File: config.mk
export PLATFORM = sky130hd
export DESIGN_NAME = dacx_aux_regs
export DESIGN_NICKNAME = d
export VERILOG_FILES = /design/src/rtl/dacx_pkg.sv /design/src/rtl/dacx_aux_regs.sv
export SDC_FILE = /design/constraint.sdc
export NUM_CORES = 1
export LEC_CHECK = 0
export BUFFER_PORTS_ARGS = -buffer_cell sky130_fd_sc_hd__buf_2
export CAP_MARGIN = 20
export CORE_UTILIZATION = 45
export DETAILED_ROUTE_END_ITERATION = 12
export PLACE_DENSITY = 0.74
export SYNTH_ARGS = -nofsm -noshare
export SYNTH_HDL_FRONTEND = slang
export SYNTH_SLANG_ARGS = --single-unit
File: constraint.sdc
create_clock -name clk_sys -period 3.8 [get_ports clk_sys]
set_clock_uncertainty 0.2 [all_clocks]
set_input_delay 0.38 -clock clk_sys [delete_from_list [all_inputs] [get_ports clk_sys]]
set_output_delay 0.38 -clock clk_sys [all_outputs]
set_load 0.03 [all_outputs]
File: src/rtl/dacx_pkg.sv
// Package: register map, field layout and reset values of the auxiliary control bank
package dacx_pkg;
    // ----------------------------------------------------------------
    // Register addresses
    // ----------------------------------------------------------------
    localparam logic [4:0] ADDR_CROSS_UP = 5'h0a;
    localparam logic [4:0] ADDR_CROSS_DOWN = 5'h0b;
    localparam logic [4:0] ADDR_ANA_MIRROR_BG = 5'h0e;
    localparam logic [4:0] ADDR_HEADROOM = 5'h0f;
    localparam logic [4:0] ADDR_SELF_TEST_CTRL = 5'h11;
    localparam logic [4:0] ADDR_RESULT_B0 = 5'h12;
    localparam logic [4:0] ADDR_RESULT_B1 = 5'h13;
    localparam logic [4:0] ADDR_RESULT_B2 = 5'h14;
    localparam logic [4:0] ADDR_RESULT_B3 = 5'h15;
    localparam logic [4:0] ADDR_CLK_DIV = 5'h16;

    // ----------------------------------------------------------------
    // Field positions
    // ----------------------------------------------------------------
    localparam int CROSS_LSB = 0;
    localparam int CROSS_W = 6;
    localparam int MIRROR_LSB = 6;
    localparam int BANDGAP_LSB = 0;
    localparam int ST_SEL_LSB = 6;
    localparam int ST_READBACK_BIT = 5;
    localparam int ST_LVDS_EN_BIT = 2;
    localparam int ST_SYNC_EN_BIT = 1;
    localparam int ST_CLEAR_BIT = 0;
    localparam int DIV_CODE_LSB = 0;
    localparam int DIV_BASE_SHIFT = 4;

    // ----------------------------------------------------------------
    // Reset values
    // ----------------------------------------------------------------
    localparam logic [5:0] CROSS_RST = 6'h00;
    localparam logic [1:0] CROSS_FIXED_BITS = 2'h1;
    localparam logic [1:0] MIRROR_RST = 2'h0;
    localparam logic [2:0] BANDGAP_RST = 3'h0;
    localparam logic [7:0] HEADROOM_RST = 8'hca;
    localparam logic [3:0] DIV_CODE_RST = 4'h0;

    typedef enum logic [1:0] {
        DACX_MIRROR_BYPASS = 2'h0,
        DACX_MIRROR_NARROW = 2'h1,
        DACX_MIRROR_MEDIUM = 2'h2,
        DACX_MIRROR_WIDE = 2'h3
    } dacx_mirror_t;

    typedef enum logic [1:0] {
        DACX_SIG_LVDS_P1 = 2'h0,
        DACX_SIG_LVDS_P2 = 2'h1,
        DACX_SIG_SYNC_P1 = 2'h2,
        DACX_SIG_SYNC_P2 = 2'h3
    } dacx_sig_sel_t;

    // Serial port byte-level access, one byte complete
    typedef struct packed {
        logic wr_stb;
        logic [4:0] addr;
        logic [7:0] wdata;
    } dacx_wr_t;

    // Analog trim settings as seen by the analog macros
    typedef struct packed {
        logic [5:0] cross_shift_up;
        logic [5:0] cross_shift_down;
        dacx_mirror_t mirror_rolloff_select;
        logic [2:0] bandgap_temp_trim;
        logic [7:0] output_headroom;
    } dacx_trim_t;

    // Self-test signatures from the capture and sync checkers
    typedef struct packed {
        logic [31:0] lvds_p1;
        logic [31:0] lvds_p2;
        logic [31:0] sync_p1;
        logic [31:0] sync_p2;
    } dacx_sig_t;
endpackage

File: src/rtl/dacx_aux_regs.sv
// Auxiliary control bank: crossing, analog trims, self-test and controller clock divider
`timescale 1ns/1ns
// Notes on behaviour
// - Six-bit upward crossing shift, reset zero; software keeps it zero when downward nonzero.
// - Six-bit downward crossing shift, reset zero; software keeps it zero when upward nonzero.
// - Mirror roll-off: 00 bypass, 01 narrow, 10 medium, 11 wide.
// - Three-bit bandgap trim in low bits of first analog register, reset 000.
// - Headroom byte: upper nibble reference offset, lower nibble overdrive; recommended 0xCA.
// - Result selector picks LVDS phase 1/2 or SYNC phase 1/2 signature.
// - Writing one to readback bit enables signature readback; zero does nothing.
// - Writing one to LVDS enable starts LVDS capture self-test; zero does nothing.
// - Writing one to SYNC enable starts domain-transfer self-test; zero does nothing.
// - Writing one to clear resets all self-test result registers; zero does nothing.
// - 32-bit result read as bytes, LSB at 0x12 through MSB at 0x15.
// - Controller clock equals sample clock over two to the power code plus four.
// - A written byte takes effect right after its last bit shifts in if clk_en is high; with clk_en low it is ignored.
module dacx_aux_regs
    import dacx_pkg::*;
#(
    parameter int DIV_CODE_W = 4
)
(
    input wire logic clk_sys,
    input wire logic arst_n,
    input wire logic clk_en,
    input wire dacx_pkg::dacx_wr_t wr,
    input wire logic [4:0] rd_addr,
    output logic [7:0] rd_data,
    output logic rd_hit,
    input wire dacx_pkg::dacx_sig_t sig_in,
    input wire logic sig_valid,
    output dacx_pkg::dacx_trim_t trim,
    output logic lvds_selftest_en,
    output logic sync_selftest_en,
    output logic selftest_clear,
    output logic signature_readback_enable,
    output logic ctrl_clk
);
    import dacx_pkg::*;

    localparam int DIV_CNT_W = (1 << DIV_CODE_W) + DIV_BASE_SHIFT;
    // Tap index wide enough that the top code does not wrap to a low bit
    localparam int TAP_W = $clog2(DIV_CNT_W);

    // ----------------------------------------------------------------
    // Register state
    // ----------------------------------------------------------------
    logic [5:0] up_q, up_d;
    logic [5:0] dn_q, dn_d;
    dacx_mirror_t mir_q, mir_d;
    logic [2:0] bg_q, bg_d;
    logic [7:0] output_headroom_q, output_headroom_d;
    dacx_sig_sel_t sel_q, sel_d;
    logic rdbk_q, rdbk_d;
    logic lvds_q, lvds_d;
    logic sync_q, sync_d;
    logic clr_q, clr_d;
    logic [31:0] res_q, res_d;
    logic [3:0] ccd_q, ccd_d;
    logic [DIV_CNT_W-1:0] div_q, div_d;
    logic cclk_q, cclk_d;

    logic wr_cross_up, wr_cross_dn, wr_ana1, wr_ana2, wr_st, wr_div;
    logic [31:0] sig_mux;

    // ----------------------------------------------------------------
    // Write decode
    // ----------------------------------------------------------------
    // Byte strobe arrives at the last shifted bit, so fields update the next edge
    always_comb
    begin
        wr_cross_up = wr.wr_stb && wr.addr == ADDR_CROSS_UP;
        wr_cross_dn = wr.wr_stb && wr.addr == ADDR_CROSS_DOWN;
        wr_ana1 = wr.wr_stb && wr.addr == ADDR_ANA_MIRROR_BG;
        wr_ana2 = wr.wr_stb && wr.addr == ADDR_HEADROOM;
        wr_st = wr.wr_stb && wr.addr == ADDR_SELF_TEST_CTRL;
        wr_div = wr.wr_stb && wr.addr == ADDR_CLK_DIV;
    end

    always_comb
    begin
        unique case (sel_q)
            DACX_SIG_LVDS_P1: sig_mux = sig_in.lvds_p1;
            DACX_SIG_LVDS_P2: sig_mux = sig_in.lvds_p2;
            DACX_SIG_SYNC_P1: sig_mux = sig_in.sync_p1;
            DACX_SIG_SYNC_P2: sig_mux = sig_in.sync_p2;
        endcase
    end

    // ----------------------------------------------------------------
    // Next-state logic
    // ----------------------------------------------------------------
    always_comb
    begin
        up_d = up_q;
        dn_d = dn_q;
        mir_d = mir_q;
        bg_d = bg_q;
        output_headroom_d = output_headroom_q;
        sel_d = sel_q;
        rdbk_d = rdbk_q;
        lvds_d = lvds_q;
        sync_d = sync_q;
        clr_d = 1'b0;
        res_d = res_q;
        ccd_d = ccd_q;
        // Both shift fields stored as written; exclusivity is software's job
        if (wr_cross_up)
        begin
            up_d = wr.wdata[CROSS_LSB +: CROSS_W];
        end
        if (wr_cross_dn)
        begin
            dn_d = wr.wdata[CROSS_LSB +: CROSS_W];
        end
        if (wr_ana1)
        begin
            mir_d = dacx_mirror_t'(wr.wdata[MIRROR_LSB +: 2]);
            bg_d = wr.wdata[BANDGAP_LSB +: 3];
        end
        if (wr_ana2)
        begin
            output_headroom_d = wr.wdata;
        end
        if (wr_st)
        begin
            sel_d = dacx_sig_sel_t'(wr.wdata[ST_SEL_LSB +: 2]);
            // Enable bits are set-only: a written zero leaves them as they are
            if (wr.wdata[ST_READBACK_BIT])
            begin
                rdbk_d = 1'b1;
            end
            if (wr.wdata[ST_LVDS_EN_BIT])
            begin
                lvds_d = 1'b1;
            end
            if (wr.wdata[ST_SYNC_EN_BIT])
            begin
                sync_d = 1'b1;
            end
        end
        if (wr_div)
        begin
            ccd_d = wr.wdata[DIV_CODE_LSB +: 4];
        end
        // Result captured only while readback is on and a checker reports valid
        if (rdbk_q && sig_valid)
        begin
            res_d = sig_mux;
        end
        if (wr_st && wr.wdata[ST_CLEAR_BIT])
        begin
            // Clear also drops the run enables so a fresh run must be requested
            res_d = 32'h0000_0000;
            clr_d = 1'b1;
            lvds_d = 1'b0;
            sync_d = 1'b0;
            rdbk_d = 1'b0;
        end
    end

    // ----------------------------------------------------------------
    // Controller clock divider
    // ----------------------------------------------------------------
    always_comb
    begin
        div_d = div_q + DIV_CNT_W'(1);
        // Tap bit (code+3) toggles at sample clock / 2^(code+4)
        cclk_d = div_q[TAP_W'(ccd_q) + TAP_W'(DIV_BASE_SHIFT - 1)];
    end

    // ----------------------------------------------------------------
    // Registers
    // ----------------------------------------------------------------
    always_ff @(posedge clk_sys or negedge arst_n)
    begin
        if (!arst_n)
        begin
            up_q <= CROSS_RST;
            dn_q <= CROSS_RST;
            mir_q <= DACX_MIRROR_BYPASS;
            bg_q <= BANDGAP_RST;
            output_headroom_q <= HEADROOM_RST;
            sel_q <= DACX_SIG_LVDS_P1;
            rdbk_q <= 1'b0;
            lvds_q <= 1'b0;
            sync_q <= 1'b0;
            clr_q <= 1'b0;
            res_q <= 32'h0000_0000;
            ccd_q <= DIV_CODE_RST;
            div_q <= '0;
            cclk_q <= 1'b0;
        end
        else if (clk_en)
        begin
            up_q <= up_d;
            dn_q <= dn_d;
            mir_q <= mir_d;
            bg_q <= bg_d;
            output_headroom_q <= output_headroom_d;
            sel_q <= sel_d;
            rdbk_q <= rdbk_d;
            lvds_q <= lvds_d;
            sync_q <= sync_d;
            clr_q <= clr_d;
            res_q <= res_d;
            ccd_q <= ccd_d;
            div_q <= div_d;
            cclk_q <= cclk_d;
        end
    end

    // ----------------------------------------------------------------
    // Read mux and outputs
    // ----------------------------------------------------------------
    always_comb
    begin
        rd_hit = 1'b1;
        unique case (rd_addr)
            ADDR_CROSS_UP: rd_data = {1'b0, CROSS_FIXED_BITS[0], up_q};
            ADDR_CROSS_DOWN: rd_data = {1'b0, CROSS_FIXED_BITS[0], dn_q};
            ADDR_ANA_MIRROR_BG: rd_data = {mir_q, 3'h0, bg_q};
            ADDR_HEADROOM: rd_data = output_headroom_q;
            ADDR_RESULT_B0: rd_data = res_q[7:0];
            ADDR_RESULT_B1: rd_data = res_q[15:8];
            ADDR_RESULT_B2: rd_data = res_q[23:16];
            ADDR_RESULT_B3: rd_data = res_q[31:24];
            ADDR_CLK_DIV: rd_data = {4'h0, ccd_q};
            default:
            begin
                // Write-only control and unmapped addresses read zero
                rd_data = 8'h00;
                rd_hit = 1'b0;
            end
        endcase
    end

    assign trim = '{cross_shift_up: up_q, cross_shift_down: dn_q, mirror_rolloff_select: mir_q,
                    bandgap_temp_trim: bg_q, output_headroom: output_headroom_q};
    assign lvds_selftest_en = lvds_q;
    assign sync_selftest_en = sync_q;
    assign selftest_clear = clr_q;
    assign signature_readback_enable = rdbk_q;
    assign ctrl_clk = cclk_q;
endmodule

==> results of run 1 <==
-- final cells by class --
class                      instances  area [µm²]  share of cell area
inverter                           5        18.8             0.00300
sequential                        88        2210               0.353
multi-input combinational        271        2600               0.416
timing repair buffer             195        1050               0.168
clock buffer                      10         138              0.0220
clock inverter                     6        66.3              0.0106
tap                              136         170              0.0272
-- kinds of logic after synthesis --
group / after synthesis
adder cells (fa/ha/maj): 2
XOR/XNOR: 20
AO/OA/AOI/OAI: 80
flip-flops: 88
multiplexers: 81
buffers and inverters: 29
AND/OR/NAND/NOR: 88
-- where the power goes --
part	switching [W]	internal (W)
combinational	0.000422	0.000467
sequential	0.000207	0.00116
clock	0.000340	0.000323
total	0.000968	0.00195
-- cell usage after synthesis --
cell and instances:
nor2_1 16, nand2_1 21, dfrtp_1 84, nor3b_2 2
nand3_1 15, a22oi_1 16, mux4_2 33, o2111ai_1 1
mux4_1 1, and4b_1 1, a32oi_1 1, nor4bb_1 1
a32o_1 1, buf_2 13, mux2_2 45, inv_1 5
ha_1 2, nand2b_1 4, a21oi_1 8, nand4_1 7
xnor2_1 12, buf_4 1, nand3b_1 2, buf_6 2
nor2b_1 3, nor3_1 3, clkbuf_1 6, buf_1 2
and3_1 8, o2bb2ai_1 2, a41oi_1 1, a221oi_1 4
a31oi_1 2, nor3_2 3, o21ai_0 5, xor2_1 8
o31a_1 1, a22o_1 35, mux2i_1 2, or3_1 1
dfstp_2 4, a222oi_1 3, nor2_2 1
-- flip-flops by register name, summed over array words and instances, names as in the netlist --
name                       count
lvds_selftest_en               1
mir_q                          2
sync_selftest_en               1
ccd_q                          4
sel_q                          2
selftest_clear                 1
signature_readback_enable      1
output_headroom_q              8
ctrl_clk                       1
dn_q                           6
up_q                           6
res_q                         32
bg_q                           3
div_q                         20
-- worst min path at each step --
| stage | from | to | slack [ns] | cells after the start |
|---|---|---|---|---|
| 6_report | wr[6] | mir_q[0] | 0.06 | 3 |
| 4_1_cts | wr[6] | mir_q[0] | 0.05 | 3 |
| 3_5_place_dp | div_q[19] | div_q[19] | 0.29 | 1 |
| 5_1_grt | wr[6] | sel_q[0] | 0.08 | 2 |
| 2_1_floorplan | arst_n | bg_q[0] | -0.12 | 0 |
| 3_3_place_gp | div_q[19] | div_q[19] | 0.27 | 1 |
-- repair_timing --
action,in CTS,in global routing
hold buffers,1,0
endpoints found under the hold margin,58,0
setup endpoints to repair,0,0
-- layer usage --
layer / share of wire / wire length (µm) / vias up / GRT usage
li1: - / - / 1883 / -
met1: 0.40 / 5530 / 2064 / 0.316
met2: 0.53 / 7330 / 197 / 0.449
met3: 0.049 / 673 / 22 / 0.0328
met4: 0.020 / 279 / 0 / 0.0861
met5: 0 / 0 / - / 0
-- metrics by stage --
stage	total power (W)	area, µm²	hold slack (ns)	util	worst slack (ns)
after floorplan	0.00195	4950	-0.116	-	1.31
after global placement	0.00221	5960	0.275	0.568	1.15
after detailed placement	0.00225	5960	0.286	0.568	1.05
after CTS	0.00291	6180	0.0528	0.588	1.01
after global routing	0.00306	6250	0.0771	0.595	0.857
final	0.00292	6250	0.0612	0.595	0.980
-- critical path, cell delays in order (launching register included) --
cell and delay (ns):
dfrtp_1 0.61, inv_1 0.14, ha_1 0.59, mux2_2 0.41, a222oi_1 0.36, nor2_1 0.11
o31a_1 0.28
==> metrics.txt, run 1 <==
outcome=finished, final reports clean; initial antenna violation count=0; Final Setup Violations=0; row cnt=37; RSZ-0062 raised after global routing=no; area share of the largest cell type after synthesis=0.425; syn nets=541; CTS tree=built; CP startpoint=ccd_q[0]; Tcrit/Tclk final=0.742; largest family of logic cells by synthesized area=multiplexers; Final ANT Viol Nets=0; maximum clock rate=0.355 GHz; Post-route DRC=0; Die Y=107 µm; Synth Area in Compound Gates=0.128; CP Data Arrival Time=2.86 ns; post-placement cell count=691; Layout Cells excl Fill=711; GRT overflow=0; Final Hold Vio Count=0; Critical Path Sink=ctrl_clk; CP Launch Type=register; max-cap violation count=0; leading cell type in the layout, fill and taps excluded=buf_2; Avg Cell Area, Syn=12.8 µm²; H-tree depth=3; worst vdd ir=0.199 mV; routability congestion estimate=0.903; YS warnings=0; flop-to-flop setup slack=0.98 ns; layout cells sized above 1=0.522; total iterations of the first detailed-routing run=8; Post-Synth Simple-Gate Area=0.0948; Clock Path Buffers=2; Hold Crit Class=in -> reg; io pins=190; Skew-Pair Late Insertion Delay=0.36 ns; gr usage total=0.253; CTS Root Cell=clkbuf_8; Critical Setup Path Class=reg -> reg; slew margin rel.=0.414; die width=107 µm; most frequent cells in the layout=buf_2 (188), dfrtp_1 (83), mux2_2 (45); vias per inst=5.86; largest net degree at the start of global routing=63; fill cell count=843; Clock Sinks=88; setup total negative slack=0 ns; leakage power=2.96 nW; crit path time final=2.82 ns; Starting Density=0.471; mux cell area share after synthesis=0.262; vias in the first global route=4256; first-pass GRT wire length=21900 µm; clock slew at reported path FFs=0.09 ns; #FFs+latches synth=88; Initial DRC Count=257; xor and xnor fraction of the mapped netlist area=0.0354; fin. max-slew vios=0; Core Area=10500 µm²; Synth Cell Area=4950 µm²; worst-path maximum fanout=12; Area Overhead vs Synth=26.4%; Final nets=723; via count=4166; cell count after synthesis=388; antenna fix cells=0; post-DP HPWL=10500 µm; Adder-Cell Fraction of Synth Area=0.00506; synth top area cells=dfrtp_1 (42%), mux4_2 (15%), mux2_2 (10%), a22o_1 (6.2%), a22oi_1 (2.4%); most area-hungry cell type in the Yosys netlist=dfrtp_1; reg2reg end=ctrl_clk; post_cts resized=0; Total Wirelength=13800 µm; TritonCTS Buffers=9; Netlist cell types=43; post-CTS setup buffer count=0; Avg WL per Cell=19.4 µm; required time of the critical path=3.84 ns; I/O Buffers=189; Reg2Reg Launch Point=ccd_q[0]; sequential-to-total area share from yosys stat=0.446; crit path capture type=register; Worst R2R Path Depth=6; die area=11400 µm²; Pwr Density=467 nW/µm²; measured slew at the worst slew-check pin=0.873 ns
Note: power is estimated with default switching activity, not from simulation.
==> inputs of run 2 (changes only) <==
- clock period: 3.8 -> 2.8 ns (I/O delays scaled with it)
==> run 2 against run 1 <==
  * Clock power grew 54%
  * Highest routed layer unchanged
  * Register-to-register slack lost 0.68 ns
  * Core utilization is 0.63 points higher
  * Sequential share of layout area shrank 0.37 points
  * Non-clock buffer count grew 9
  * Final area rose by 1.1%
  * Sequential power increased by 34%
  * Fmax up 13%
==> metrics.txt, run 2 (synthesis gave the netlist of run 1 again) <==
CP Data Arrival Time=2.55 ns (-0.31 ns); CTS tree=built; routability congestion estimate=0.935 (+3.5%); largest net degree at the start of global routing=47 (-25%); die area=11400 µm² (unchanged); CP startpoint=ccd_q[1]; TritonCTS Buffers=9 (unchanged); row cnt=37 (unchanged); fin. max-slew vios=0 (unchanged); RSZ-0062 raised after global routing=no; maximum clock rate=0.400 GHz (+13%); Hold Crit Start=wr[5]; Final ANT Viol Nets=0 (unchanged); Hold Crit Class=in -> reg; Core Area=10500 µm² (unchanged); Reg with most FFs=res_q; H-tree depth=3 (unchanged); Final Hold Vio Count=0 (unchanged); final design utilization=0.601 (+0.00631); initial antenna violation count=0 (unchanged); Starting Density=0.471 (unchanged); total iterations of the first detailed-routing run=5 (-3); leading cell type in the layout, fill and taps excluded=buf_2; Avg WL per Cell=19.1 µm (-1.7%); CTS Root Cell=clkbuf_8; max-cap violation count=0 (unchanged); Clock Sinks=88 (unchanged); Final Setup Violations=0 (unchanged); vias per inst=5.86 (about the same); GRT overflow=0 (unchanged); post-DP HPWL=10600 µm (+0.75%); measured slew at the worst slew-check pin=0.678 ns (-0.195 ns); required time of the critical path=2.85 ns (-0.99 ns); Reg2Reg Launch Point=ccd_q[1]; Initial DRC Count=227 (-12%); setup total negative slack=0 ns (unchanged); post_cts resized=0 (unchanged); I/O Buffers=189 (unchanged); top flop regs=res_q (32), div_q (20), output_headroom_q (8); Tcrit/Tclk final=0.894 (+0.152); vias in the first global route=4204 (-1.2%); Clock Path Buffers=2 (unchanged); Final nets=732 (+1.2%); Total Wirelength=13800 µm (-0.46%); antenna fix cells=0 (unchanged); Post-route DRC=0 (unchanged); Die Y=107 µm (unchanged); Pwr Density=644 nW/µm² (+38%); layout cells sized above 1=0.521 (-0.00119); worst-path maximum fanout=10 (-2); CP Launch Type=register; slew margin rel.=0.546 (+0.133); crit path capture type=register; most frequent cells in the layout=buf_2 (188), dfrtp_1 (83), mux2_2 (45); Area Overhead vs Synth=27.7%; max reg flops=32 (unchanged); die width=107 µm (unchanged); crit path time final=2.50 ns (-0.317 ns); outcome=finished, final reports clean; gr usage total=0.252 (-0.00103); via count=4217 (+1.2%); Critical Setup Path Class=reg -> reg; io pins=190 (unchanged); leakage power=3.00 nW (+1.6%); first-pass GRT wire length=21400 µm (-2.1%); clock slew at reported path FFs=0.09 ns (about the same); worst vdd ir=0.308 mV (+55%); Skew-Pair Late Insertion Delay=0.37 ns (about the same)
## run 2: changes by cell type in the layout (fill, tap and decap cells not counted)
cell,previous run,this run
buf_4,3,10
dlygate4sd3_1,1,5
clkinvlp_4,3,0
buf_16,2,0
clkinv_4,0,2
bufinv_16,1,2
clkbuf_1,0,1
clkbuf_8,10,11
clkinv_2,1,0
inv_6,1,0
## run 2: final timing paths
check	end	slack, ns	cells past startpoint
min in group asynchronous	res_q[31]	0.26	2
hold / removal	up_q[5]	0.02	2
setup / recovery	ctrl_clk	0.30	7
setup reg to reg	ctrl_clk	0.30	7
hold reg to reg	div_q[10]	0.30	1
max in group asynchronous	output_headroom_q[1]	1.38	3
## run 2: per-layer routing
metal | track usage | wire [µm] | vias to the layer above
li1 | - | - | 1904
met1 | 0.310 | 5720 | 2130
met2 | 0.431 | 7020 | 163
met3 | 0.0565 | 697 | 20
met4 | 0.0939 | 324 | 0
met5 | 0 | 0 | -
## run 2: metrics by stage
step	setup WS (ns)	cell area [µm²]	instances	hold WS (ns)	total power, W
after floorplan	0.308	4950	388	-0.216	0.00264
after global placement	0.399	6040	699	0.128	0.00303
after detailed placement	0.307	6040	699	0.138	0.00307
after CTS	0.304	6310	719	0.0101	0.00408
after global routing	0.217	6320	720	0.00664	0.00426
final	0.297	6320	720	0.0232	0.00407
## run 2: area by class of cell
cell class | count | area [µm²]
repair buffers | 204 | 1090
inverters | 5 | 18.8
clock buffers | 12 | 155
well taps | 136 | 170
multi-input cells | 271 | 2600
fillers | 824 | 4190
flip-flops and latches | 88 | 2210
clock inverters | 4 | 77.6
## run 2: report_power, final
part	switching, W	leakage, nW	internal, W
registers	0.000259	1.14	0.00158
logic	0.000585	1.75	0.000631
clock network	0.000461	0.117	0.000555
total	0.00130	3.00	0.00277
## run 2: timing repair
action,in CTS,in global routing
setup buffers,0,0
hold buffers,4,1
endpoints found under the hold margin,51,1
## run 2: worst max-delay path, stage by stage, from the launching register on
cell and delay (ns):
dfrtp_1 0.42, inv_1 0.06, ha_1 0.55, mux4_2 0.55, nor2_1 0.09, or3_1 0.11
nand4_1 0.09, o31a_1 0.31
==> inputs of run 3 (changes only) <==
--- a/constraint.sdc
+++ b/constraint.sdc
@@ -3,3 +3,3 @@
 set_input_delay 0.28 -clock clk_sys [delete_from_list [all_inputs] [get_ports clk_sys]]
 set_output_delay 0.28 -clock clk_sys [all_outputs]
-set_load 0.03 [all_outputs]
+set_load 0.005 [all_outputs]
==> run 3 against run 2 <==
  * Flip-flop and latch count did not move
  * Core utilization fell by 0.30 points
  * Sequential power hardly changed
  * Combinational power fell by 13%
  * Fmax about the same
  * Clock power shrank 11%
  * Register-to-register slack about the same
  * Non-clock buffer count is 2 lower
  * Global-route usage is 0.15 points higher
  * Die area stayed put
  * Count of clock-buffer cells in the layout is 2 lower
  * Cell count down 0.28%
==> metrics.txt, run 3 (synthesis gave the netlist of run 1 again) <==
outcome=finished, final reports clean; initial antenna violation count=0 (unchanged); Layout Cells excl Fill=718 (-0.28%); post-placement cell count=697 (-0.29%); via count=4208 (-0.21%); setup total negative slack=0 ns (unchanged); slew margin rel.=0.442 (-0.105); routability congestion estimate=0.902 (-3.5%); Critical Path Sink=ctrl_clk; most frequent cells in the layout=buf_2 (188), dfrtp_1 (83), mux2_2 (45); vias per inst=5.86 (about the same); die area=11400 µm² (unchanged); post_cts resized=0 (unchanged); post-DP HPWL=10400 µm (-1.9%); antenna fix cells=0 (unchanged); first-pass GRT wire length=21900 µm (+2.0%); clock slew at reported path FFs=0.10 ns (about the same); Clock Path Buffers=2 (unchanged); Reg with most FFs=res_q; layout cells sized above 1=0.521 (about the same); die width=107 µm (unchanged); H-tree depth=3 (unchanged); Finished Cell Area=6290 µm² (-0.49%); crit path capture type=register; Post-route DRC=0 (unchanged); # hold bufs at CTS=5 (+1); largest net degree at the start of global routing=58 (+23%); vias in the first global route=4345 (+3.4%); io pins=190 (unchanged); I/O Buffers=189 (unchanged); Hold Crit Class=in -> reg; leading cell type in the layout, fill and taps excluded=buf_2; RSZ-0062 raised after global routing=no; crit path time final=2.50 ns (-0.000991 ns); Final Hold Vio Count=0 (unchanged); gr usage total=0.253 (+0.00150); CTS tree=built; max-cap violation count=0 (unchanged); Core Area=10500 µm² (unchanged); Die Y=107 µm (unchanged); flop-to-flop setup slack=0.30 ns (about the same); placed cell area=6030 µm² (about the same); fin. max-slew vios=0 (unchanged); cells along the critical path=inv_1, ha_1, mux2_2, a222oi_1, nor2_1, o31a_1; GRT overflow=0 (unchanged); Starting Density=0.471 (unchanged); reg2reg end=ctrl_clk; required time of the critical path=2.84 ns (about the same); leakage power=2.98 nW (-0.89%); Skew-Pair Late Insertion Delay=0.35 ns (-0.02 ns); worst vdd ir=0.254 mV (-17%); total iterations of the first detailed-routing run=5 (unchanged); Tot Pwr=0.00381 W (-6.3%); CP max-delay cell=ha_1; worst-path maximum fanout=10 (unchanged); Area Overhead vs Synth=27.1%; Avg WL per Cell=18.8 µm (-1.6%); Reg2Reg Launch Point=ccd_q[1]; Worst R2R Path Depth=6 (-1); row cnt=37 (unchanged); slowest stage delay, CP=0.56 ns (about the same); CTS Root Cell=clkbuf_8; top flop regs=res_q (32), div_q (20), output_headroom_q (8); Final ANT Viol Nets=0 (unchanged); measured slew at the worst slew-check pin=0.831 ns (+0.153 ns); Tcrit/Tclk final=0.894 (about the same); CP startpoint=ccd_q[1]; Pwr Density=607 nW/µm² (-5.8%); Final Setup Violations=0 (unchanged); Total Wirelength=13500 µm (-1.8%); Initial DRC Count=173 (-24%); fill cell count=819 (-0.61%); max reg flops=32 (unchanged); Critical Setup Path Class=reg -> reg; maximum clock rate=0.400 GHz (about the same); Clock Sinks=88 (unchanged); CP Launch Type=register; post-CTS setup buffer count=0 (unchanged); TritonCTS Buffers=9 (unchanged); Final nets=730 (-0.27%); CP Data Arrival Time=2.54 ns (about the same)
run 3: layout make-up:
class,instances,area (µm²),share of cell area
clock buffer,10,138,0.0219
clock inverter,6,66.3,0.0105
inverter,5,18.8,0.00298
multi-input combinational,271,2600,0.414
sequential,88,2210,0.351
tap,136,170,0.0271
timing repair buffer,202,1080,0.172
run 3: routing by layer:
| layer | track usage | wire length, µm | up-vias |
|---|---|---|---|
| met2 | 0.433 | 6860 | 196 |
| li1 | - | - | 1896 |
| met4 | 0.114 | 382 | 0 |
| met5 | 0 | 0 | - |
| met1 | 0.318 | 5510 | 2087 |
| met3 | 0.0365 | 750 | 29 |
run 3: power by group:
group / switching [W] / total (W) / internal, W
Sequential: 0.000270 / 0.00185 / 0.00158
Clock: 0.000466 / 0.000905 / 0.000438
Combinational: 0.000432 / 0.00106 / 0.000628
run 3: how the worst min path moves through the flow:
stage | slack, ns | end | from | cells past startpoint
after floorplan | -0.22 | bg_q[0] | arst_n | 0
after global placement | 0.19 | res_q[0] | arst_n | 1
after detailed placement | 0.19 | res_q[31] | arst_n | 1
after CTS | 0.01 | dn_q[5] | wr[5] | 2
after global routing | 0.02 | dn_q[5] | wr[5] | 2
final | 0.03 | dn_q[5] | wr[5] | 2
run 3: stage by stage:
step | util | hold WS (ns) | setup slack, ns
2_1_floorplan | - | -0.216 | 0.308
3_3_place_gp | 0.574 | 0.188 | 0.392
3_5_place_dp | 0.574 | 0.187 | 0.305
4_1_cts | 0.598 | 0.00977 | 0.305
5_1_grt | 0.598 | 0.0193 | 0.119
6_report | 0.598 | 0.0282 | 0.298
run 3: worst max-delay path, delay by kind of cell (launching register included):
family | cells | cell delay, ns
flops | 1 | 0.41
buf+inv | 1 | 0.06
compound gates | 2 | 0.65
simple gates | 1 | 0.09
mux | 1 | 0.42
fa+ha+maj | 1 | 0.56
